==> src/pkg/slirq_pkg.sv <==
// Register map and field layout of the segment display interrupt bookkeeping block.
package slirq_pkg;
   localparam logic [7:0] ADDR_MASK_SET = 8'h00;
   localparam logic [7:0] ADDR_MASK_CLEAR = 8'h04;
   localparam logic [7:0] ADDR_MASK_VIEW = 8'h08;
   localparam logic [7:0] ADDR_FLAGS = 8'h0C;
   localparam int ADDR_W = 8;
   localparam int NSRC = 2;
   localparam int BIT_FRAME_END = 0;
   localparam int BIT_TURN_OFF = 2;
   localparam logic [NSRC-1:0] MASK_RESET = 2'h0;
   localparam logic [NSRC-1:0] FLAGS_RESET = 2'h0;
   localparam logic [1:0] HTRANS_NONSEQ = 2'h2;
   localparam logic [1:0] HSIZE_WORD = 2'h2;
endpackage : slirq_pkg

==> src/hdl/slirq_flag.sv <==
`timescale 1ns/1ps
// One sticky event flag and its mask bit.
module slirq_flag (
   input wire logic clk_sys,
   input wire logic rst_n,
   input wire logic eventIn,
   input wire logic setMask,
   input wire logic clrMask,
   input wire logic readClr,
   output logic maskBit,
   output logic flagBit
);
   typedef struct packed {
      logic mask;
      logic flag;
   } slirq_flag_t;

   slirq_flag_t state_r;
   slirq_flag_t state_nxt;

   always_comb begin
      state_nxt = state_r;
      if (setMask) begin
         state_nxt.mask = 1'b1;
      end
      if (clrMask) begin
         state_nxt.mask = 1'b0;
      end
      if (readClr) begin
         state_nxt.flag = 1'b0;
      end
      if (eventIn) begin
         state_nxt.flag = 1'b1;
      end
   end

   always_ff @(posedge clk_sys or negedge rst_n) begin
      if (!rst_n) begin
         state_r <= '0;
      end else begin
         state_r <= state_nxt;
      end
   end

   assign maskBit = state_r.mask;
   assign flagBit = state_r.flag;
endmodule : slirq_flag

==> src/hdl/slirq_top.sv <==
`timescale 1ns/1ps
// AHB-Lite slave holding the interrupt mask and sticky status of the segment display.
// Behaviour
// - writing one to disable clears mask
// - mask view reads one when source enabled
// - status bit 0 frame end, clears on read
// - status bit 2 turn off, clears on read
// - frame end bit 0, turn off bit 2
// - writing one to enable sets mask
module slirq_top (
   input wire logic clk_sys,
   input wire logic rst_n,
   input wire logic hsel,
   input wire logic [31:0] haddr,
   input wire logic [1:0] htrans,
   input wire logic hwrite,
   input wire logic [2:0] hsize,
   input wire logic [31:0] hwdata,
   input wire logic hready,
   output logic [31:0] hrdata,
   output logic hreadyout,
   output logic hresp,
   input wire logic frameEndEvent,
   input wire logic turnOffEvent,
   output logic irqOut
);
   typedef struct packed {
      logic wrPend;
      logic [slirq_pkg::ADDR_W-1:0] addr;
      logic [31:0] rdata;
   } slirq_bus_t;

   slirq_bus_t bus_r;
   slirq_bus_t bus_nxt;
   logic [slirq_pkg::NSRC-1:0] events;
   logic [slirq_pkg::NSRC-1:0] maskBits;
   logic [slirq_pkg::NSRC-1:0] flagBits;
   logic [31:0] maskWord;
   logic [31:0] flagWord;
   logic addrPhase;
   logic doWrite;
   logic doRead;
   logic wrSet;
   logic wrClr;
   localparam logic [31:0] USED_BITS = (32'h0000_0001 << slirq_pkg::BIT_FRAME_END)
      | (32'h0000_0001 << slirq_pkg::BIT_TURN_OFF);

   assign events = {turnOffEvent, frameEndEvent};
   assign addrPhase = hsel && hready && (htrans == slirq_pkg::HTRANS_NONSEQ);
   assign doWrite = bus_r.wrPend;
   assign doRead = addrPhase && !hwrite
      && (haddr[slirq_pkg::ADDR_W-1:0] == slirq_pkg::ADDR_FLAGS);
   assign wrSet = doWrite && (bus_r.addr == slirq_pkg::ADDR_MASK_SET);
   assign wrClr = doWrite && (bus_r.addr == slirq_pkg::ADDR_MASK_CLEAR);

   always_comb begin
      maskWord = 32'h0000_0000;
      flagWord = 32'h0000_0000;
      maskWord[slirq_pkg::BIT_FRAME_END] = maskBits[0];
      maskWord[slirq_pkg::BIT_TURN_OFF] = maskBits[1];
      flagWord[slirq_pkg::BIT_FRAME_END] = flagBits[0];
      flagWord[slirq_pkg::BIT_TURN_OFF] = flagBits[1];
   end

   genvar i;
   generate
      for (i = 0; i < slirq_pkg::NSRC; i++) begin : g_src
         localparam int BITPOS = (i == 0) ? slirq_pkg::BIT_FRAME_END : slirq_pkg::BIT_TURN_OFF;
         slirq_flag u_flag (
            .clk_sys(clk_sys),
            .rst_n(rst_n),
            .eventIn(events[i]),
            .setMask(wrSet && hwdata[BITPOS]),
            .clrMask(wrClr && hwdata[BITPOS]),
            .readClr(doRead),
            .maskBit(maskBits[i]),
            .flagBit(flagBits[i])
         );
      end
   endgenerate

   always_comb begin
      bus_nxt = bus_r;
      bus_nxt.wrPend = addrPhase && hwrite;
      if (addrPhase) begin
         bus_nxt.addr = haddr[slirq_pkg::ADDR_W-1:0];
         bus_nxt.rdata = 32'h0000_0000;
         if (!hwrite) begin
            case (haddr[slirq_pkg::ADDR_W-1:0])
               slirq_pkg::ADDR_MASK_VIEW: begin
                  bus_nxt.rdata = maskWord;
               end
               slirq_pkg::ADDR_FLAGS: begin
                  bus_nxt.rdata = flagWord;
               end
               default: begin
                  bus_nxt.rdata = 32'h0000_0000;
               end
            endcase
         end
      end
   end

   always_ff @(posedge clk_sys or negedge rst_n) begin
      if (!rst_n) begin
         bus_r <= '0;
      end else begin
         bus_r <= bus_nxt;
      end
   end

   assign hrdata = bus_r.rdata;
   assign hreadyout = 1'b1;
   assign hresp = 1'b0;
   assign irqOut = |(maskBits & flagBits);

   property p_irq;
      @(posedge clk_sys) disable iff (!rst_n)
         (frameEndEvent && maskBits[0] && !(wrClr && hwdata[slirq_pkg::BIT_FRAME_END]))
         |=> irqOut;
   endproperty
   a_irq: assert property (p_irq) else $error("irq mismatch");

   property p_setmask;
      @(posedge clk_sys) disable iff (!rst_n)
         (wrSet && hwdata[slirq_pkg::BIT_FRAME_END]) |=> maskBits[0];
   endproperty
   a_setmask: assert property (p_setmask) else $error("mask set failed");

   property p_clrmask;
      @(posedge clk_sys) disable iff (!rst_n)
         (wrClr && hwdata[slirq_pkg::BIT_TURN_OFF]) |=> !maskBits[1];
   endproperty
   a_clrmask: assert property (p_clrmask) else $error("mask clear failed");

   property p_keepmask;
      @(posedge clk_sys) disable iff (!rst_n)
         (wrClr && !hwdata[slirq_pkg::BIT_FRAME_END]) |=> maskBits[0] == $past(maskBits[0]);
   endproperty
   a_keepmask: assert property (p_keepmask) else $error("mask changed on zero");

   property p_frameflag;
      @(posedge clk_sys) disable iff (!rst_n) frameEndEvent |=> flagBits[0];
   endproperty
   a_frameflag: assert property (p_frameflag) else $error("frame flag lost");

   property p_offflag;
      @(posedge clk_sys) disable iff (!rst_n) turnOffEvent |=> flagBits[1];
   endproperty
   a_offflag: assert property (p_offflag) else $error("turn off flag lost");

   property p_readclr;
      @(posedge clk_sys) disable iff (!rst_n) (doRead && !frameEndEvent) |=> !flagBits[0];
   endproperty
   a_readclr: assert property (p_readclr) else $error("read did not clear");

   property p_view;
      @(posedge clk_sys) disable iff (!rst_n)
         (addrPhase && !hwrite && haddr[slirq_pkg::ADDR_W-1:0] == slirq_pkg::ADDR_MASK_VIEW)
         |=> hrdata == $past(maskWord);
   endproperty
   a_view: assert property (p_view) else $error("mask view wrong");

   property p_place;
      @(posedge clk_sys) disable iff (!rst_n) (hrdata & ~USED_BITS) == 32'h0000_0000;
   endproperty
   a_place: assert property (p_place) else $error("unused bit set");

   property p_setoff;
      @(posedge clk_sys) disable iff (!rst_n)
         (wrSet && hwdata[slirq_pkg::BIT_TURN_OFF]) |=> maskBits[1];
   endproperty
   a_setoff: assert property (p_setoff) else $error("turn off mask set failed");

   property p_keepset;
      @(posedge clk_sys) disable iff (!rst_n)
         (wrSet && !hwdata[slirq_pkg::BIT_TURN_OFF]) |=> maskBits[1] == $past(maskBits[1]);
   endproperty
   a_keepset: assert property (p_keepset) else $error("mask changed on zero set");

   property p_clrframe;
      @(posedge clk_sys) disable iff (!rst_n)
         (wrClr && hwdata[slirq_pkg::BIT_FRAME_END]) |=> !maskBits[0];
   endproperty
   a_clrframe: assert property (p_clrframe) else $error("frame mask clear failed");

   property p_readclroff;
      @(posedge clk_sys) disable iff (!rst_n) (doRead && !turnOffEvent) |=> !flagBits[1];
   endproperty
   a_readclroff: assert property (p_readclroff) else $error("read kept turn off flag");

   property p_flagview;
      @(posedge clk_sys) disable iff (!rst_n) doRead |=> hrdata == $past(flagWord);
   endproperty
   a_flagview: assert property (p_flagview) else $error("status read wrong");

   property p_sticky;
      @(posedge clk_sys) disable iff (!rst_n) (flagBits[0] && !doRead) |=> flagBits[0];
   endproperty
   a_sticky: assert property (p_sticky) else $error("frame flag dropped");

   property p_stickyoff;
      @(posedge clk_sys) disable iff (!rst_n) (flagBits[1] && !doRead) |=> flagBits[1];
   endproperty
   a_stickyoff: assert property (p_stickyoff) else $error("turn off flag dropped");

   property p_unmapped;
      @(posedge clk_sys) disable iff (!rst_n)
         (addrPhase && !hwrite && haddr[slirq_pkg::ADDR_W-1:0] != slirq_pkg::ADDR_MASK_VIEW
            && haddr[slirq_pkg::ADDR_W-1:0] != slirq_pkg::ADDR_FLAGS)
         |=> hrdata == 32'h0000_0000;
   endproperty
   a_unmapped: assert property (p_unmapped) else $error("unmapped read not zero");

   c_irq: cover property (@(posedge clk_sys) disable iff (!rst_n) irqOut);
   c_read: cover property (@(posedge clk_sys) disable iff (!rst_n) doRead && flagBits[0]);
   c_race: cover property (@(posedge clk_sys) disable iff (!rst_n) doRead && frameEndEvent);
   c_clear: cover property (@(posedge clk_sys) disable iff (!rst_n) wrClr && maskBits[0]);
   c_offread: cover property (@(posedge clk_sys) disable iff (!rst_n) doRead && flagBits[1]);
endmodule : slirq_top

==> config.mk <==
export PLATFORM = sky130hd
export DESIGN_NAME = slirq_top
export DESIGN_NICKNAME = d
export VERILOG_FILES = /design/src/pkg/slirq_pkg.sv /design/src/hdl/slirq_flag.sv /design/src/hdl/slirq_top.sv
export SDC_FILE = /design/constraint.sdc
export NUM_CORES = 1
export LEC_CHECK = 0
export ABC_AREA = 1
export BUFFER_PORTS_ARGS = -buffer_cell sky130_fd_sc_hd__buf_4
export CORE_UTILIZATION = 29
export CTS_CLUSTER_DIAMETER = 120
export DETAILED_ROUTE_END_ITERATION = 12
export PLACE_DENSITY = 0.7
export SYNTH_ARGS = -nofsm -noshare
export SYNTH_HDL_FRONTEND = slang
export SYNTH_SLANG_ARGS = --single-unit
==> constraint.sdc <==
create_clock -name clk_sys -period 1.18 [get_ports clk_sys]
set_clock_uncertainty 0.05 [all_clocks]
set_input_delay 0.236 -clock clk_sys [delete_from_list [all_inputs] [get_ports clk_sys]]
set_output_delay 0.236 -clock clk_sys [all_outputs]
set_load 0.01 [all_outputs]
# Yosys cells after proc, flatten, opt, wreduce, memory -nomap -nowiden

Cells that the tools add are included.

Register bits after elaboration: 45
Input bits: 76
Output and inout port bits: 35
Logic and storage cells: 39

Reduce and logical (&&, ||, !) cells: 18
Multiplexer cells: 9
Equal/unequal tests: 4
Bitwise gates (word level): 1

Operators with widths:

| operator             | count |
|---|---|
| $eq A8 B4 Y1 const B | 2 |
| $logic_and A1 B1 Y1  | 11 |
| $eq A8 B3 Y1 const B | 1 |
| $logic_not A8 Y1     | 1 |
| $reduce_bool A2 Y1   | 4 |
| $mux W1              | 7 |
| $pmux W3 S2          | 1 |
| $mux W3              | 1 |
| $and A2 B2 Y2        | 1 |
| $eq A2 B2 Y1 const B | 1 |
| $reduce_or A2 Y1     | 1 |
| $logic_not A1 Y1     | 1 |

# Longest topological paths before layout

Gate-level depths: netlist of run 1.

Word-level depth: 6
Gate-level depth with buffers: 7
Mapped depth without buffers: 7

# Modules after synthesis

From an unflattened synthesis of run 1, not the netlist that was laid out.

Cells, all modules: 128
Area, all modules: 1006.0 µm²

Modules (own cells, without submodules):

| module     | cells an instance | area an instance (µm²) | seq. area each (µm²) | instances |
|---|---|---|---|---|
| slirq_top  | 112               | 860.8                  | 275.3                | 1 |
| slirq_flag | 8                 | 72.6                   | 50.0                 | 2 |

# Worst setup path before layout of run 1

OpenSTA, ideal clock, no wires.

Path type: reg2out
From: register g_src[0].u_flag.state_r, in the netlist g_src[0].u_flag.maskBit
To: output port irqOut
Stages on the path, launching flop included: 2
Required time: 0.894 ns
Arrival: 0.625 ns
Buffers on the path: 0
Slack: 0.269 ns
Cell sequence: dfrtp_1 a22o_1

Cells in the longest elaborated chain, start to end: 2

Ends and longest elaborated chain:

| element                | RTL line         | source |
|---|---|---|
| start, declared        | slirq_flag.sv:18 | `slirq_flag_t state_r;` |
| start signal, assigned | slirq_flag.sv:41 | `state_r <= state_nxt;` |
| $and A2 B2 Y2          | slirq_top.sv:115 | `assign irqOut = \|(maskBits & flagBits);` |
| $reduce_or A2 Y1       | slirq_top.sv:115 |  |
| end, declared          | slirq_top.sv:25  | `output logic irqOut` |

Every way passes these cells.

# Worst setup path after layout of run 1

From: register g_src[0].u_flag.state_r, in the netlist g_src[0].u_flag.flagBit
To: output port irqOut

Same word-level chain as after synthesis.

==> metrics.csv, run 1 <==
stage,metric,value,unit
outcome,status,"finished, violations left",
outcome,failing checks,setup timing,
final_layout,P&R area growth vs syn,14.4,%
die,# rows,20,
clock_network,CTS max path bufs,2,
timing,Period minus WS final,1340,ps
clock_network,H-tree levels,1,
final_layout,layout cells sized above 1,0.217,
yosys,Post-synth EDFFs,0,
clock_network,CTS tree,done,
pwr,static leakage,0.618,nW
detailed_routing,"antenna viol nets, final",0,
yosys,Cells after Synth,127,
global_routing,vias in the first global route,612,
detailed_routing,vias post-DR,722,
die,die area,3650,um^2
pwr,PwrDens,994,nW/um^2
timing,Finish-stage setup viols,1,
clock_network,Root Buffer,clkbuf_4,
yosys,Syn Std Cell Area,988,um^2
yosys,top post-synthesis cells by area,"dfrtp_1, buf_4, nand2_1",
placement,dpl cells,188,
timing,endpoints failing hold,0,
pwr,Peak VDD IR,0.000278,V
detailed_routing,Initial DRC Count,24,
yosys,Post-Syn Area per Cell,7.78,um^2
global_routing,residual overflow from global routing,0,
placement,Buffers on Ports,21,
yosys,cell with the most instances after synthesis,buf_4,
timing,Max Fclk,749,MHz
final_layout,final non-filler cell total,196,
global_routing,met2 usage,0.135,
clock_network,clock sink count,15,
yosys,ys async rst share,1.00,
final_layout,Filler Cell Count,348,
clock_network,clk_lat worst skew,290,ps
critical_path,startpoint types,flop,
critical_path,Critical Path End Type,output port,
final_layout,nets,229,
clock_network,Clock transition at path regs,90,ps
global_routing,met3 GRT Util,0.0256,
yosys,post-synth cell types,14,
detailed_routing,DR pass1 iterations,4,
timing,setup ws final,-155,ps
critical_path,Worst Path Required,890,ps
global_routing,met1 GRT Util,0.125,
global_routing,largest net degree at the start of global routing,17,
yosys,commonest register cell after synthesis,dfrtp_1,
run,Max Cap Viol,0,
detailed_routing,Via density,3.68,
global_routing,initial antenna violation count,0,
detailed_routing,WL final,1590,um
placement,GP Congestion,0.740,
pwr,total power draw,1.12,mW
yosys,leading area contributor after synthesis,dfrtp_1,
die,IO Count,111,
final_layout,Multi-input gate area,399,um^2
critical_path,WS Path Type,reg -> out,
yosys,sequential area share after synthesis,0.380,
global_routing,most crowded layer after global routing,met2,
yosys,Synth top cells by count,"buf_4, nand2_1, inv_1",
yosys,Synth top area share,0.380,
detailed_routing,drt drc,0,
global_routing,first-pass GRT wire length,2480,um
critical_path,"Arr. time, crit path",1050,ps
timing,fin crit share,1.13,
detailed_routing,per-cell routed wire length,8.12,um
min_path,Min-Delay Path Class,in -> reg,
final_layout,Antenna Cells,0,
placement,hpwl dp,1240,um
critical_path,crit-path max FO,2,
global_routing,total track usage,0.0955,
clock_network,TritonCTS buffer count,3,
die,Initial Util,0.313,
die,Core Box Area,3150,um^2
timing,RSZ-0062 raised after global routing,yes,
die,die width,60.4,um
die,Die Ht,60.4,um
yosys,synth warn,0,
timing,fin. max-slew vios,0,
final_layout,register area,375,um^2
yosys,post-synthesis register bit count,15,
## worst paths after layout
path,startpoint,cells after the start,endpoint,slack [ps]
max,g_src[0].u_flag.flagBit,2,irqOut,-160
min,turnOffEvent,3,g_src[1].u_flag.flagBit,70
max reg2reg,bus_r[37],6,g_src[1].u_flag.maskBit,170
min reg2reg,g_src[1].u_flag.flagBit,2,g_src[1].u_flag.flagBit,460
max in group asynchronous,rst_n,2,bus_r[33],620
min in group asynchronous,rst_n,2,bus_r[39],280
## critical path, stage by stage (launching register included)
cell     delay [ps]
dfrtp_1         390
a22o_1          250
buf_6           120
## layout make-up
cell class / instances / share of cell area
clock inverter: 1 / 0.00442
clock buffer: 3 / 0.0199
inverter: 16 / 0.0531
timing repair buffer: 26 / 0.189
tap: 44 / 0.0487
sequential: 15 / 0.332
multi-input combinational: 91 / 0.353
## metrics by stage
stage	setup TNS, ps	hold WS, ps	utilization	cell area, um^2	setup slack [ps]
after floorplan	0	-110	-	1100	269
after global placement	0	50.6	0.338	1070	52.8
after detailed placement	0	50.9	0.338	1070	46.5
after CTS	-161	69.8	0.356	1120	-161
after global routing	-194	62.5	0.359	1130	-194
final	-155	74.1	0.359	1130	-155
## timing repair
item | CTS | global route
setup buffers | 2 | 1
hold buffers | 1 | 0
hold endpoints to repair | 15 | 0
pin swaps | 1 | 0
setup endpoints to repair | 1 | 1
gates resized for setup | 1 | 0
## state kept, by name (all words and copies together), names as in the netlist
name and cells:
doWrite 1, g_src.u_flag.flagBit 2, bus_r 8, hrdata 2
g_src.u_flag.maskBit 2
## layout by cell type, fill, tap and decap left out
| cell type | count |
|---|---|
| nor2_1 | 9 |
| clkinv_2 | 1 |
| buf_4 | 23 |
| a22o_1 | 1 |
| nand2_1 | 24 |
| clkbuf_4 | 3 |
| inv_1 | 16 |
| nor2_4 | 1 |
| nand2_2 | 2 |
| nor3_4 | 1 |
| dlygate4sd3_1 | 1 |
| buf_6 | 1 |
| nand3_1 | 12 |
| buf_12 | 1 |
| o21ai_0 | 8 |
| conb_1 | 32 |
| nand4_1 | 1 |
| dfrtp_1 | 15 |
## power by group
part	total [mW]	switching (mW)	internal, mW
Clock	0.297	0.171	0.126
Combinational	0.237	0.147	0.0895
Sequential	0.591	0.0187	0.572
## per-layer routing
metal / vias up / part of all wire
met5: - / 0
met3: 4 / 0.071
met1: 314 / 0.45
met2: 31 / 0.45
met4: 0 / 0.025
li1: 373 / -
## cells by family after synthesis
logic type	synth area share
AOI/OAI and AO/OA	0.0494
buffers and inverters	0.330
DFF	0.380
other	0.00760
and+or+nand+nor	0.233
No activity file was read; power rests on OpenSTA's default activity.
==> run 2, diff against run 1 <==
Settings changed: CORE_ASPECT_RATIO set to 1.1.
==> run 2 against run 1 <==
Net effect: the run ends with DRC, setup timing left; cell area shrank 1.9%; via count is 0.42% higher; clock power is 3% lower; sequential share of layout area rose by 0.64 points; global-route usage is 0.32 points lower; register-to-register slack hardly changed; die area about the same; sequential power hardly changed; combinational power about the same.
==> metrics.csv, run 2 (same netlist as run 1, synthesis figures left out) <==
stage,metric,value,unit,change
global_routing,total track usage,0.0923,,-0.00318
timing,Max Fclk,754,MHz,+0.75%
detailed_routing,Initial DRC Count,14,,-42%
critical_path,CP top delay family,flip-flops,,
final_layout,P&R area growth vs syn,12.3,%,
pwr,PwrDens,1010,nW/um^2,+1.2%
final_layout,post-route cell area,1110,um^2,-1.9%
detailed_routing,WL final,1590,um,-0.13%
clock_network,H-tree levels,1,,unchanged
timing,fin crit share,1.12,,-0.00845
clock_network,Clock transition at path regs,80,ps,about the same
placement,GP Congestion,0.746,,+0.85%
final_layout,final non-filler cell total,185,,-5.6%
die,die width,57.7,um,-4.5%
timing,Setup TNS,-145,ps,+9.97 ps
timing,Finish-stage setup viols,1,,unchanged
critical_path,Max stage delay on crit path,390,ps,about the same
clock_network,CTS max path bufs,2,,unchanged
outcome,failing checks,"DRC, setup timing",,
final_layout,Antenna Cells,0,,unchanged
die,die area,3650,um^2,about the same
final_layout,Filler Cell Count,340,,-2.3%
pwr,Peak VDD IR,0.000272,V,-2.0%
pwr,total power draw,1.12,mW,-0.67%
placement,hpwl dp,1260,um,+1.8%
global_routing,first-pass GRT wire length,2540,um,+2.5%
detailed_routing,Via density,3.92,,+6.4%
final_layout,nets,228,,-0.44%
detailed_routing,DR pass1 iterations,11,,+7
critical_path,Critical Path End Type,output port,,
global_routing,residual overflow from global routing,0,,unchanged
run,Max Cap Viol,0,,unchanged
detailed_routing,drt drc,3,,+3
die,Core Box Area,3150,um^2,unchanged
detailed_routing,"antenna viol nets, final",0,,unchanged
die,# rows,21,,+5.0%
critical_path,crit path buf inv count,1,,unchanged
die,Die Ht,63.2,um,+4.7%
placement,placed inst area,1050,um^2,-1.2%
timing,Period minus WS final,1330,ps,-9.97 ps
critical_path,Worst path slowest cell,dfrtp_1,,
min_path,Min-Delay Path Class,in -> reg,,
final_layout,"commonest non-fill, non-tap cell in the layout",conb_1,,
critical_path,sequence of cells on the critical path,a22o_1 > buf_6,,
global_routing,largest net degree at the start of global routing,17,,unchanged
critical_path,crit-path max FO,2,,unchanged
detailed_routing,vias post-DR,725,,+0.42%
critical_path,startpoint types,flop,,
global_routing,initial antenna violation count,0,,unchanged
placement,Buffers on Ports,21,,unchanged
placement,dpl cells,178,,-5.3%
outcome,status,"finished, violations left",,
timing,worst hold slack,80.8,ps,+6.66 ps
clock_network,CTS tree,done,,
clock_network,TritonCTS buffer count,3,,unchanged
die,Initial Util,0.313,,unchanged
pwr,static leakage,0.611,nW,-1.1%
timing,setup ws final,-145,ps,+9.97 ps
clock_network,clk_lat worst skew,280,ps,about the same
critical_path,Worst Path Required,890,ps,about the same
die,IO Count,111,,unchanged
timing,RSZ-0062 raised after global routing,yes,,
critical_path,"Arr. time, crit path",1040,ps,about the same
clock_network,Root Buffer,clkbuf_4,,
global_routing,vias in the first global route,648,,+5.9%
final_layout,Top reg by flops,bus_r,,
final_layout,most frequent cells in the layout,"conb_1, nand2_1, buf_4",,
detailed_routing,per-cell routed wire length,8.59,um,+5.8%
final_layout,layout cells sized above 1,0.205,,-0.0118
clock_network,clock sink count,15,,unchanged
timing,fin. max-slew vios,0,,unchanged
timing,endpoints failing hold,0,,unchanged
final_layout,Largest register FFs,8,,unchanged
critical_path,WS Path Type,reg -> out,,
[run 2: changes by cell type in the layout (fill, tap and decap cells not counted)]
cell	previous run	this run
buf_4	23	22
clkbuf_1	0	1
clkinv_2	1	0
[run 2: final timing paths]
check	from	end	slack [ps]	cells past startpoint
max	g_src[0].u_flag.flagBit	irqOut	-150	2
min	turnOffEvent	g_src[1].u_flag.flagBit	80	3
max reg2reg	bus_r[37]	g_src[0].u_flag.maskBit	180	6
min reg2reg	g_src[1].u_flag.flagBit	g_src[1].u_flag.flagBit	470	2
max in group asynchronous	rst_n	hrdata[0]	630	2
min in group asynchronous	rst_n	bus_r[37]	290	2
[run 2: final cells by class]
| cell class | count | area [um^2] | share of cell area |
|---|---|---|---|
| clock buffers | 4 | 26.3 | 0.0237 |
| inverters | 16 | 60.1 | 0.0541 |
| multi-input cells | 91 | 399 | 0.360 |
| flip-flops and latches | 15 | 375 | 0.338 |
| well taps | 34 | 42.5 | 0.0383 |
| repair buffers | 25 | 206 | 0.186 |
[run 2: through the flow]
stage / setup slack, ps / utilization
2_1_floorplan: 269 / -
4_1_cts: -146 / 0.352
6_report: -145 / 0.352
3_3_place_gp: 5.21 / 0.335
5_1_grt: -190 / 0.352
3_5_place_dp: -13.6 / 0.335
[run 2: power breakdown]
group / total, mW / switching (mW) / leakage, nW / internal, mW
registers: 0.590 / 0.0184 / 0.185 / 0.572
logic: 0.237 / 0.148 / 0.412 / 0.0896
clock network: 0.289 / 0.158 / 0.0150 / 0.131
total: 1.12 / 0.324 / 0.611 / 0.793
[run 2: tightest hold or removal path, cell delays in order]
cell and delay (ps):
buf_4 80, inv_1 30, nand2_1 50
[run 2: timing repair]
item,4_1_cts,5_1_grt
cloned,0,0
hold endpoints to repair,15,0
buffers inserted,2,0
hold buffers,1,0
setup endpoints to repair,1,1
pin swaps,1,0
resized for setup,1,0
[run 2: per-layer routing]
| layer | vias to the layer above | track usage | routed length [um] |
|---|---|---|---|
| met5 | - | 0 | 0 |
| met2 | 30 | 0.153 | 787 |
| met3 | 5 | 0.0349 | 150 |
| li1 | 369 | - | - |
| met1 | 321 | 0.0979 | 611 |
| met4 | 0 | 0.0565 | 40 |
